## config.mk

```make
export PLATFORM = sky130hd
export DESIGN_NAME = aom_axis_mode_ctrl
export DESIGN_NICKNAME = d
export VERILOG_FILES = /design/src/logic/aom_pkg.sv /design/src/logic/aom_axis_mode_ctrl.sv
export SDC_FILE = /design/constraint.sdc
export NUM_CORES = 1
export LEC_CHECK = 0
export BUFFER_PORTS_ARGS = -buffer_cell sky130_fd_sc_hd__buf_4
export CAP_MARGIN = 30
export CORE_MARGIN = 2
export CORE_UTILIZATION = 30
export CTS_CLUSTER_DIAMETER = 80
export DETAILED_ROUTE_END_ITERATION = 8
export GPL_TIMING_DRIVEN = 1
export SLEW_MARGIN = 20
export SYNTH_ARGS = -nofsm -noshare
export SYNTH_HDL_FRONTEND = slang
export SYNTH_SLANG_ARGS = --single-unit
```

## constraint.sdc

```tcl
create_clock -name i_clk -period 10.6 [get_ports i_clk]
set_input_delay 3.18 -clock i_clk [delete_from_list [all_inputs] [get_ports i_clk]]
set_output_delay 3.18 -clock i_clk [all_outputs]
set_load 0.01 [all_outputs]
```

## src/logic/aom_pkg.sv

```systemverilog
// package: register offsets, commands, mode codes and status-word layout for the axis mode core
package aom_pkg;
  // ---------------------------------------------------------------
  // register addressing
  // ---------------------------------------------------------------
  localparam logic [7:0] INTERP_STATUS_ADDR_A = 8'h00;
  localparam logic [7:0] INTERP_STATUS_ADDR_B = 8'hfc;
  localparam logic [7:0] READ_INTERP_STATUS_CMD = 8'hff;
  localparam logic [31:0] INTERP_STATUS_RESET = 32'h0000_0000;
  // ---------------------------------------------------------------
  // status word fields
  // ---------------------------------------------------------------
  localparam int LIN1_SET_LSB = 0;
  localparam int LIN2_SET_LSB = 4;
  localparam int CIRC_SET_LSB = 8;
  localparam int CONST_SPEED_LSB = 12;
  localparam int LIN1_RUN_BIT = 16;
  localparam int LIN2_RUN_BIT = 17;
  localparam int CIRC_CW_BIT = 18;
  localparam int CIRC_CCW_BIT = 19;
  localparam int CUR_QUAD_LSB = 20;
  localparam int FIN_QUAD_LSB = 22;
  // ---------------------------------------------------------------
  // mode codes
  // ---------------------------------------------------------------
  localparam logic [6:0] MODE_CONT_PLUS = 7'h00;
  localparam logic [6:0] MODE_CONT_MINUS = 7'h08;
  localparam logic [6:0] MODE_INCR = 7'h41;
  localparam logic [6:0] MODE_ABS_C1 = 7'h42;
  localparam logic [6:0] MODE_ABS_C2 = 7'h43;
  localparam logic [6:0] MODE_ZERO_C1 = 7'h44;
  localparam logic [6:0] MODE_ZERO_C2 = 7'h45;
  localparam logic [6:0] MODE_ONE_PLUS = 7'h46;
  localparam logic [6:0] MODE_ONE_MINUS = 7'h4e;
  localparam logic [6:0] MODE_TIMER = 7'h47;
  localparam logic [6:0] MODE_RESET = 7'h00;
  // ---------------------------------------------------------------
  // control and kinds
  // ---------------------------------------------------------------
  localparam int PULSE_DIV = 100;
  typedef enum logic [2:0] {
    AOM_KIND_CONT = 3'b000,
    AOM_KIND_POS = 3'b001,
    AOM_KIND_TIMER = 3'b010,
    AOM_KIND_OTHER = 3'b011,
    AOM_KIND_BAD = 3'b100
  } aom_kind_e;
  typedef enum logic [1:0] {
    AOM_IDLE = 2'b00,
    AOM_RUN = 2'b01,
    AOM_DONE = 2'b10
  } aom_state_e;
endpackage : aom_pkg
```

## src/logic/aom_axis_mode_ctrl.sv

```systemverilog
// axis operation-mode decoder and executor with interpolation status word
// Notes on behaviour
// - status bits 0-3 flag linear-1 mode configured on axes one to four
// - status bits 4-7 flag linear-2 mode configured on axes one to four
// - status bits 8-11 flag circular mode configured on axes one to four
// - status bits 12-15 flag constant synthesized speed on axes one to four
// - bit 16 high while linear-1 runs, bit 17 while linear-2 runs
// - bit 18 high during clockwise circle, bit 19 during counter-clockwise circle
// - bits 21:20 give the current circular quadrant, 00 first to 11 fourth
// - bits 23:22 give the end-point quadrant with the same coding
// - status word read at 00h, FCh, or by indirect command FFh
// - code 00h runs continuous plus, 08h continuous minus, stop-command controlled
// - continuous modes pulse from start until stop, then complete
// - origin-return codes 10h 18h 12h 1Ah 15h 1Dh are recognised
// - sensor codes 20h 28h 22h 2Ah 24h 2Ch are recognised
// - positioning codes 41h to 47h and 4Eh are decoded
// - pulser codes 01h, 51h-55h and switch codes 02h, 56h are recognised
// - interpolation codes 60h-67h and pulser interpolation 68h-6Dh are recognised
// - writing move amount in positioning loads remaining count with its magnitude
// - a stop command ends positioning early
// - incremental start loads magnitude, plus when positive, minus when negative
// - high-speed profiles decelerate when remaining below decel point, stop at zero
// - completion when pulses stop; zero amount completes with no pulse
// - absolute modes move by magnitude of target minus counter, direction by sign
module aom_axis_mode_ctrl
  import aom_pkg::*;
#(
  parameter int DIV = PULSE_DIV
) (
  // clock and reset
  input wire logic i_clk,
  input wire logic i_rst,
  // host register access
  input wire logic [7:0] i_addr,
  input wire logic i_rd,
  input wire logic i_cmd_wr,
  input wire logic [7:0] i_cmd,
  output logic [31:0] o_rdata,
  // operation control
  input wire logic [6:0] i_mode_select,
  input wire logic i_start,
  input wire logic i_stop,
  input wire logic i_move_amount_wr,
  input wire logic signed [31:0] i_move_amount,
  input wire logic [31:0] i_decel_point,
  input wire logic i_high_speed,
  input wire logic signed [31:0] i_counter1,
  input wire logic signed [31:0] i_counter2,
  // interpolation context from the axis group
  input wire logic [3:0] i_lin1_set,
  input wire logic [3:0] i_lin2_set,
  input wire logic [3:0] i_circ_set,
  input wire logic [3:0] i_const_speed,
  input wire logic [1:0] i_current_quadrant,
  input wire logic [1:0] i_final_quadrant,
  // motor driver side
  output logic o_pulse,
  output logic o_dir_minus,
  output logic o_busy,
  output logic o_decel,
  output logic o_done,
  output logic [31:0] o_remaining_pulses,
  output logic [6:0] o_mode_register
);
  // a period below two clocks would leave no low phase between pulses
  if (DIV < 2) begin : g_bad_div
    $error("DIV must be at least 2");
  end

  // ---------------------------------------------------------------
  // mode decode
  // ---------------------------------------------------------------
  // codes outside the defined set decode as bad and finish like unsupported ones
  function automatic aom_kind_e kind_of(input logic [6:0] m);
    aom_kind_e k;
    k = AOM_KIND_BAD;
    case (m)
      7'h00, 7'h08: k = AOM_KIND_CONT;
      7'h10, 7'h18, 7'h12, 7'h1a, 7'h15, 7'h1d: k = AOM_KIND_OTHER;
      7'h20, 7'h28, 7'h22, 7'h2a, 7'h24, 7'h2c: k = AOM_KIND_OTHER;
      7'h41, 7'h42, 7'h43, 7'h44, 7'h45, 7'h46, 7'h4e: k = AOM_KIND_POS;
      7'h47: k = AOM_KIND_TIMER;
      7'h01, 7'h02, 7'h51, 7'h52, 7'h53, 7'h54, 7'h55, 7'h56: k = AOM_KIND_OTHER;
      default: begin
        if (m >= 7'h60 && m <= 7'h6d) begin
          k = AOM_KIND_OTHER;
        end
      end
    endcase
    return k;
  endfunction

  // the most negative amount still yields its true magnitude as unsigned
  function automatic logic [31:0] mag(input logic signed [31:0] v);
    return v[31] ? 32'(-v) : 32'(v);
  endfunction

  aom_state_e state_q;
  aom_kind_e kind_q;
  logic [6:0] mode_q;
  logic [31:0] rem_q;
  logic dir_q;
  logic [$clog2(DIV)-1:0] div_q;
  logic tick;
  logic pulse_q;
  logic done_q;
  logic [31:0] rdata_q;

  assign tick = (div_q == ($clog2(DIV))'(DIV - 1));

  // ---------------------------------------------------------------
  // start values
  // ---------------------------------------------------------------
  // target count and direction per positioning mode, taken with the start
  logic signed [31:0] target;
  logic signed [31:0] diff;
  logic [31:0] start_cnt;
  logic start_dir;
  always_comb begin
    target = i_move_amount;
    diff = 32'sh0;
    start_cnt = 32'h0;
    start_dir = 1'b0;
    case (i_mode_select)
      MODE_CONT_MINUS: start_dir = 1'b1;
      MODE_INCR: begin
        start_cnt = mag(i_move_amount);
        start_dir = i_move_amount[31];
      end
      MODE_ABS_C1, MODE_ABS_C2, MODE_ZERO_C1, MODE_ZERO_C2: begin
        if (i_mode_select == MODE_ZERO_C1 || i_mode_select == MODE_ZERO_C2) begin
          target = 32'sh0;
        end
        if (i_mode_select == MODE_ABS_C2 || i_mode_select == MODE_ZERO_C2) begin
          diff = target - i_counter2;
        end else begin
          diff = target - i_counter1;
        end
        start_cnt = mag(diff);
        start_dir = diff[31];
      end
      MODE_ONE_PLUS: start_cnt = 32'h1;
      MODE_ONE_MINUS: begin
        start_cnt = 32'h1;
        start_dir = 1'b1;
      end
      MODE_TIMER: start_cnt = 32'(i_move_amount);
      default: start_cnt = 32'h0;
    endcase
  end

  // ---------------------------------------------------------------
  // pulse-rate divider
  // ---------------------------------------------------------------
  // held at zero outside a run so the first pulse comes a full period after start
  always_ff @(posedge i_clk or posedge i_rst) begin
    if (i_rst) begin
      div_q <= '0;
    end else if (state_q != AOM_RUN || tick) begin
      div_q <= '0;
    end else begin
      div_q <= div_q + 1'b1;
    end
  end

  // ---------------------------------------------------------------
  // operation sequencer
  // ---------------------------------------------------------------
  always_ff @(posedge i_clk or posedge i_rst) begin
    if (i_rst) begin
      state_q <= AOM_IDLE;
      kind_q <= AOM_KIND_CONT;
      mode_q <= MODE_RESET;
      rem_q <= 32'h0;
      dir_q <= 1'b0;
      pulse_q <= 1'b0;
      done_q <= 1'b0;
    end else begin
      pulse_q <= 1'b0;
      done_q <= 1'b0;
      case (state_q)
        AOM_IDLE: begin
          // a move-amount write while idle preloads the remaining count
          if (i_move_amount_wr) begin
            rem_q <= mag(i_move_amount);
          end
          if (i_start) begin
            mode_q <= i_mode_select;
            kind_q <= kind_of(i_mode_select);
            rem_q <= start_cnt;
            dir_q <= start_dir;
            // undefined and unimplemented codes finish at once rather than hang
            if (kind_of(i_mode_select) == AOM_KIND_CONT) begin
              state_q <= AOM_RUN;
            end else if ((kind_of(i_mode_select) == AOM_KIND_POS ||
                          kind_of(i_mode_select) == AOM_KIND_TIMER) && start_cnt != 32'h0) begin
              state_q <= AOM_RUN;
            end else begin
              state_q <= AOM_DONE;
            end
          end
        end
        AOM_RUN: begin
          // stop outranks the countdown so a late stop never adds a pulse
          if (i_stop) begin
            state_q <= AOM_DONE;
          end else begin
            if (i_move_amount_wr && kind_q == AOM_KIND_POS) begin
              rem_q <= mag(i_move_amount);
            end else if (tick && kind_q == AOM_KIND_CONT) begin
              pulse_q <= 1'b1;
            end else if (tick) begin
              // timer mode counts down without emitting pulses
              pulse_q <= (kind_q == AOM_KIND_POS);
              rem_q <= rem_q - 32'h1;
              if (rem_q == 32'h1) begin
                state_q <= AOM_DONE;
              end
            end
            if (i_move_amount_wr && kind_q == AOM_KIND_POS && i_move_amount == 32'sh0) begin
              state_q <= AOM_DONE;
            end
          end
        end
        // one cycle on the way to idle gives the done pulse its own slot
        AOM_DONE: begin
          done_q <= 1'b1;
          state_q <= AOM_IDLE;
        end
        default: state_q <= AOM_IDLE;
      endcase
    end
  end

  // ---------------------------------------------------------------
  // status word and read port
  // ---------------------------------------------------------------
  // interpolation codes finish at once in this block, so the run flags only
  // rise once an executing interpolator is placed behind this decode
  logic lin1_mode;
  logic lin2_mode;
  logic cw_mode;
  logic ccw_mode;
  always_comb begin
    lin1_mode = 1'b0;
    lin2_mode = 1'b0;
    cw_mode = 1'b0;
    ccw_mode = 1'b0;
    case (mode_q)
      7'h60, 7'h61: lin1_mode = 1'b1;
      7'h62, 7'h63: lin2_mode = 1'b1;
      7'h64, 7'h66: cw_mode = 1'b1;
      7'h65, 7'h67: ccw_mode = 1'b1;
      default: lin1_mode = 1'b0;
    endcase
  end

  logic running;
  logic [31:0] status;
  assign running = (state_q == AOM_RUN);
  always_comb begin
    status = INTERP_STATUS_RESET;
    status[LIN1_SET_LSB +: 4] = i_lin1_set;
    status[LIN2_SET_LSB +: 4] = i_lin2_set;
    status[CIRC_SET_LSB +: 4] = i_circ_set;
    status[CONST_SPEED_LSB +: 4] = i_const_speed;
    // in-progress bits drop as soon as the run ends or is stopped
    status[LIN1_RUN_BIT] = running && lin1_mode;
    status[LIN2_RUN_BIT] = running && lin2_mode;
    status[CIRC_CW_BIT] = running && cw_mode;
    status[CIRC_CCW_BIT] = running && ccw_mode;
    if (status[CIRC_CW_BIT] || status[CIRC_CCW_BIT]) begin
      status[CUR_QUAD_LSB +: 2] = i_current_quadrant;
      status[FIN_QUAD_LSB +: 2] = i_final_quadrant;
    end
  end

  // captured on the strobe edge and held, so a slow host reads one consistent word
  always_ff @(posedge i_clk or posedge i_rst) begin
    if (i_rst) begin
      rdata_q <= INTERP_STATUS_RESET;
    end else if ((i_rd && (i_addr == INTERP_STATUS_ADDR_A || i_addr == INTERP_STATUS_ADDR_B)) ||
                 (i_cmd_wr && i_cmd == READ_INTERP_STATUS_CMD)) begin
      rdata_q <= status;
    end
  end

  // ---------------------------------------------------------------
  // outputs
  // ---------------------------------------------------------------
  assign o_rdata = rdata_q;
  assign o_pulse = pulse_q;
  assign o_dir_minus = dir_q;
  assign o_busy = running;
  // deceleration is a flag only; the speed profile generator sits outside
  assign o_decel = running && i_high_speed && kind_q == AOM_KIND_POS &&
                   rem_q < i_decel_point;
  assign o_done = done_q;
  assign o_remaining_pulses = rem_q;
  assign o_mode_register = mode_q;
endmodule : aom_axis_mode_ctrl

```

==> results of run 1 <==
## cell families (layout without fill, tap and decap cells)
family,count (synthesis),after routing
AOI/OAI and AO/OA,446,446
xor gates and xnor gates,98,98
adders and majority gates,68,68
buffers and inverters,147,335
DFF,78,78
muxes,65,65
other,1,8
and+or+nand+nor,527,527
## power groups by stage
stage	logic [uW]	registers, uW	clock network [uW]
finish	710	427	312
global route	784	438	330
CTS	705	428	320
detailed placement	701	433	0
global placement	694	431	0
floorplan	431	427	0
## through the flow
stage | total power (uW) | util | worst slack (ns) | cells | hold WS (ns)
after floorplan | 858 | - | 2.01 | 1437 | 0.425
final | 1450 | 0.379 | 1.72 | 2080 | 0.462
after global routing | 1550 | 0.379 | 1.33 | 2080 | 0.478
after global placement | 1120 | 0.369 | 1.64 | 2062 | 0.446
after detailed placement | 1130 | 0.370 | 1.52 | 2063 | 0.458
after CTS | 1450 | 0.378 | 1.69 | 2079 | 0.465
## cell type report
type / instances / area, um2
Tap cell: 455 / 569
Multi-Input combinational cell: 1212 / 8070
Timing Repair Buffer: 262 / 1980
Fill cell: 3671 / 21500
Sequential cell: 78 / 1950
Clock buffer: 11 / 233
Inverter: 57 / 215
Clock inverter: 5 / 58.8
## metal layers
metal	wire (um)	share of wire
met3	2200	0.058
met5	0	0
met1	17200	0.46
met4	1280	0.034
met2	16900	0.45
## state kept, by name (all words and copies together), names as in the netlist
signal and count:
div_q 7, o_rdata 24, state_q 2, o_remaining_pulses 32, o_pulse 1, o_mode_register 7, o_done 1, kind_q 3
o_dir_minus 1
## critical path, stage by stage
cell and delay, ns:
buf_4 0.08, inv_1 0.03, ha_1 0.28, a21o_1 0.15, a21o_1 0.17, a21o_1 0.17
a21o_1 0.17, a21o_1 0.17, a21o_1 0.17, a21oi_1 0.15, nor2b_1 0.06, o21ai_0 0.15
a21oi_1 0.08, or4_1 0.41, a21oi_1 0.14, buf_4 0.14
## path summary, 6_finish.rpt
check / slack [ns] / cells after the start / to / start
worst max-delay path: 1.72 / 16 / o_decel / i_decel_point[1]
worst min register to register: 0.46 / 1 / div_q[0] / div_q[0]
min in group asynchronous: 2.93 / 3 / o_rdata[8] / i_rst
max in group asynchronous: 7.08 / 4 / o_remaining_pulses[13] / i_rst
worst max register to register: 7.00 / 12 / o_remaining_pulses[31] / o_remaining_pulses[2]
worst min-delay path: 0.46 / 1 / div_q[0] / div_q[0]
## cells in the final DEF (no fill, tap or decap), types with 28 or more instances in the layout
| cell type | netlist | layout |
|---|---|---|
| a21oi_1 | 126 | 126 |
| and2_1 | 36 | 36 |
| buf_4 | 8 | 260 |
| dfrtp_1 | 78 | 78 |
| ha_1 | 67 | 67 |
| inv_1 | 57 | 56 |
| mux2i_1 | 38 | 38 |
| nand2_1 | 143 | 143 |
| nand3_1 | 29 | 28 |
| nor2_1 | 130 | 129 |
| nor3_1 | 40 | 38 |
| o211ai_1 | 36 | 36 |
| o21ai_0 | 94 | 94 |
| xnor2_1 | 65 | 65 |
| xor2_1 | 33 | 33 |
==> summary.txt, run 1 <==
Internal power - 842 uW
Worst skew pair latency - 0.35 ns
Comb pwr share - 0.490
Top-count cell post-synth - nand2_1
Share of cells above drive strength 1 - 0.204
Cell Area, Placed - 12800 um2
Top-Level Pins - 255
Mapped cell area - 10500 um2
Average routed wire per standard cell - 18.1 um
N_diodes - 0
Yosys top cell by area - dfrtp_1
Post-CTS setup buffer count - 0
Setup Skew - 0.00672 ns
Post-CTS sizing - 0
# H-tree levels - 3
RSZ-0062 raised after global routing - false
Yosys warns - 0
Number of global-route vias before repair - 10500
MaxCap Viol Count - 0
Worst slew pin tran - 0.893 ns
Max Fclk - 0.113 GHz
Core area - 34500 um2
Outcome - completed
Max FO, Critical Path - 1
Final setup TNS - 0 ns
Area contributors post-synth - dfrtp_1, ha_1, a21oi_1
# setup viols final - 0
Total track usage - 0.199
Tmin final - 8.88 ns
Placer Congestion - 0.953
Worst Path Class, Setup - input pin to output port
Overall routed net length - 37600 um
Die W - 192 um
Synth top area share - 0.185
Design area - 13100 um2
Crit end category - output port
Clock Pin Slew Worst Setup and Hold Paths - 0.06 ns
Vias per cell - 5.48
Met3 usage in global routing - 0.0171
Post-Synth Simple-Gate Area - 0.249
Largest family of logic cells by synthesized area - compound AO/OA/AOI/OAI gates
Sw Pwr - 607 uW
Antenna violations before repair - 0
Seq pwr share - 0.295
Global Route met1 Usage - 0.280
Sink Count - 78
Grt ovf - 0
Net Sw Frac - 0.419
Worst path arrival time - 5.70 ns
Mapped Cells - 1430
Port bufs - 246
PwrDens - 111 nW/um2
Compound-Gate Fraction of Synth Area - 0.281
First-pass GRT wire length - 57900 um
CTS tree - built
Clock power share - 0.215
Met2 GRT Util - 0.311
Maximum VDD drop - 64.9 uV
Nets@finish - 1867
DRC viols - 0
Startpoint Class - input pin
Ys flop type - dfrtp_1
Post-synthesis sequential area ratio - 0.185
Yosys cell types - 88
Deepest clock path buffer count - 2
DR iter-0 viols - 1184
Static Leak - 0.00568 uW
Post-CTS Hold Fix Bufs - 0
Synth Area in Adders - 0.0814
Initial core utilization - 0.305
CTS buffer count - 9
Die area - 36700 um2
Via count - 11400
Worst hold path class - register to register
Pin count of the biggest net entering global routing - 65
DPL Wire Length - 30100 um
Die Height - 192 um
Number of synthesized flops with an enable pin - 0
Slew margin rel. - 0.401
Share of the clock period used by the worst path - 0.838
Area Growth Syn to Fin - 24.0%
Gr busiest metal - met2
Fin. Hold Viols - 0
Number of routed nets with antenna violations - 0
Site row count - 68
Synthesized flop and latch total - 78
CP required - 7.42 ns
Syn avg cell area - 7.38 um2
Ys async rst share - 1.00
Post-synthesis mux area share - 0.0649
Most common library cells after synthesis - nand2_1, nor2_1, a21oi_1
XOR/XNOR share of the synthesized area - 0.0814
Fin. max-slew vios - 0
CTS Root Cell - clkbuf_16
DRT Pass-1 Iters - 6
Power figures use the tool's default switching activity.
==> run 2: changes to the inputs <==
==> constraint.sdc (replaced) <==
create_clock -name i_clk -period 8.8 [get_ports i_clk]
set_input_delay 2.64 -clock i_clk [delete_from_list [all_inputs] [get_ports i_clk]]
set_output_delay 2.64 -clock i_clk [all_outputs]
set_load 0.01 [all_outputs]
==> run 2 against run 1 <==
Sequential cell count unchanged. Worst setup slack worse by 0.97 ns. Design area up 0.86%. Worst hold slack worse by 0.0047 ns. Utilization up 0.33 points. Count of clock-buffer cells in the layout down 1. Critical path type is now input pin to register. Global-route usage up 0.43 points.
==> summary.txt, run 2 (synthesis gave the netlist of run 1 again) <==
DRC viols - 0 (unchanged)
Dpl ws - 0.443 ns (was 1.52 ns)
Worst hold path class - register to register (unchanged)
Maximum VDD drop - 74.8 uV (was 64.9 uV)
Comb pwr share - 0.500 (was 0.490)
CTS buffer count - 9 (unchanged)
CTS Root Cell - clkbuf_16 (unchanged)
Number of global-route vias before repair - 10500 (about the same)
Port bufs - 246 (unchanged)
Post-CTS setup buffer count - 0 (unchanged)
PwrDens - 132 nW/um2 (was 111 nW/um2)
Average routed wire per standard cell - 18.4 um (was 18.1 um)
Delay-heaviest family, CP - compound AO/OA/AOI/OAI gates (unchanged)
Grt ovf - 0 (unchanged)
Antenna violations before repair - 1 (was 0)
Via count - 11500 (was 11400)
DPL Wire Length - 31100 um (was 30100 um)
Worst slew pin tran - 0.813 ns (was 0.893 ns)
Top-Level Pins - 255 (unchanged)
Fin. Hold Viols - 0 (unchanged)
Static Leak - 0.00576 uW (was 0.00568 uW)
CP max stage cell - a2111oi_0 (was or4_1)
Share of the clock period used by the worst path - 0.915
Die W - 192 um (unchanged)
Met2 GRT Util - 0.314 (was 0.311)
MaxCap Viol Count - 0 (unchanged)
Gr busiest metal - met2 (unchanged)
Post-CTS Hold Fix Bufs - 0 (unchanged)
Final setup TNS - 0 ns (unchanged)
Sw Pwr - 737 uW (was 607 uW)
Number of routed nets with antenna violations - 0 (unchanged)
DRT Pass-1 Iters - 6 (unchanged)
Cell chain of the critical path - buf_4, nor4b_4, nand3_2, mux2_2, ha_1, inv_1, fa_1, a21o_1, a221o_1, a21o_1, or3_1, a2111oi_0, o2111ai_1, o31a_1, xor2_1, a221oi_1, and4_1, and4_1, nand4_1, a31o_1 (was buf_4, inv_1, ha_1, a21o_1, a21o_1, a21o_1, a21o_1, a21o_1, a21o_1, a21oi_1, nor2b_1, o21ai_0, a21oi_1, or4_1, a21oi_1, buf_4)
Die area - 36700 um2 (unchanged)
Max Fclk - 0.124 GHz
Filler cells - 3695 (was 3671)
Tmin final - 8.05 ns
Deepest clock path buffer count - 2 (unchanged)
Global Route met1 Usage - 0.284 (was 0.280)
Seq pwr share - 0.294 (was 0.295)
Total track usage - 0.203 (was 0.199)
Final core utilization - 0.382 (was 0.379)
Initial core utilization - 0.305 (unchanged)
Worst Path Class, Setup - input pin to register (was input pin to output port)
Net Sw Frac - 0.424 (was 0.419)
CTS tree - built (unchanged)
Max FFs per register - 32 (unchanged)
Crit end category - register (was output port)
Leading cell type in the layout, fill and taps excluded - buf_4 (unchanged)
Die Height - 192 um (unchanged)
Pin count of the biggest net entering global routing - 65 (unchanged)
Outcome - completed (unchanged)
Internal power - 1000 uW (was 842 uW)
Max FO, Critical Path - 9 (was 1)
Worst skew pair latency - 0.35 ns (about the same)
RSZ-0062 raised after global routing - false (unchanged)
Core area - 34500 um2 (unchanged)
CP peak stage delay - 0.49 ns (was 0.41 ns)
CP required - 9.03 ns (was 7.42 ns)
Fin. max-slew vios - 0 (unchanged)
First-pass GRT wire length - 58700 um (was 57900 um)
Clock power share - 0.206 (was 0.215)
Nets@finish - 1883 (was 1867)
Sink Count - 78 (unchanged)
# H-tree levels - 3 (unchanged)
Setup Skew - 0.0103 ns (was 0.00672 ns)
Site row count - 68 (unchanged)
Vias per cell - 5.48 (about the same)
Design area - 13200 um2 (was 13100 um2)
DR iter-0 viols - 961 (was 1184)
CP bufs+invs - 2 (was 3)
Worst path arrival time - 8.28 ns (was 5.70 ns)
Met3 usage in global routing - 0.0229 (was 0.0171)
Slew margin rel. - 0.454 (was 0.401)
Fin worst setup slack - 0.749 ns (was 1.72 ns)
# setup viols final - 0 (unchanged)
Placer Congestion - 0.960 (was 0.953)
Startpoint Class - input pin (unchanged)
Post-CTS sizing - 0 (unchanged)
Most frequent cells in the layout - buf_4, nand2_1, nor2_1 (unchanged)
Clock Pin Slew Worst Setup and Hold Paths - 0.07 ns (was 0.06 ns)
Share of cells above drive strength 1 - 0.213 (was 0.204)
Overall routed net length - 38500 um (was 37600 um)
Area Growth Syn to Fin - 25.1% (was 24.0%)
Cell Area, Placed - 12900 um2 (was 12800 um2)
## run 2: worst register-to-register path: stages, from the launching register on
cell      delay (ns)
dfrtp_1         0.44
nor2_1          0.21
nand2_1         0.14
nor3_1          0.55
nand3_1         0.26
or4_1           0.53
nand2b_1        0.24
nand2b_1        0.24
nand2b_1        0.20
xnor2_1         0.14
a21oi_1         0.14
a21oi_1         0.10
mux2_2          0.29
## run 2: cell type report
type | count | area (um2) | share of cell area
Antenna cell | 1 | 2.50 | 0.000190
Clock buffer | 10 | 239 | 0.0181
Clock inverter | 6 | 46.3 | 0.00351
Inverter | 57 | 215 | 0.0163
Multi-Input combinational cell | 1212 | 8060 | 0.611
Sequential cell | 78 | 1950 | 0.148
Tap cell | 455 | 569 | 0.0431
Timing Repair Buffer | 278 | 2110 | 0.160
## run 2: power by group through the flow
stage          Clock [uW]  Combinational, uW  Sequential [uW]
2_1_floorplan           0                519              514
6_report              357                870              512
3_5_place_dp            0                861              519
5_1_grt               384                964              524
3_3_place_gp            0                850              515
4_1_cts               371                866              512
## run 2: worst paths after layout
kind,start,endpoint,cells past startpoint,slack (ns)
min in group asynchronous,i_rst,o_rdata[8],3,2.36
max in group asynchronous,i_rst,o_remaining_pulses[5],4,5.83
setup reg to reg,o_remaining_pulses[2],o_remaining_pulses[31],12,5.21
setup / recovery,i_mode_select[5],state_q[0],20,0.75
hold / removal,div_q[0],div_q[0],1,0.46
hold reg to reg,div_q[0],div_q[0],1,0.46
## run 2: stage by stage
stage,std cells,total power [uW],hold WS [ns]
3_3_place_gp,2078,1370,0.446
4_1_cts,2095,1750,0.461
3_5_place_dp,2079,1380,0.454
6_report,2097,1740,0.457
2_1_floorplan,1437,1030,0.425
5_1_grt,2096,1870,0.468
## run 2: metal layers
| layer | vias up | share of wire |
|---|---|---|
| li1 | 5714 | - |
| met4 | 0 | 0.037 |
| met2 | 395 | 0.44 |
| met5 | - | 0 |
| met3 | 58 | 0.058 |
| met1 | 5324 | 0.46 |
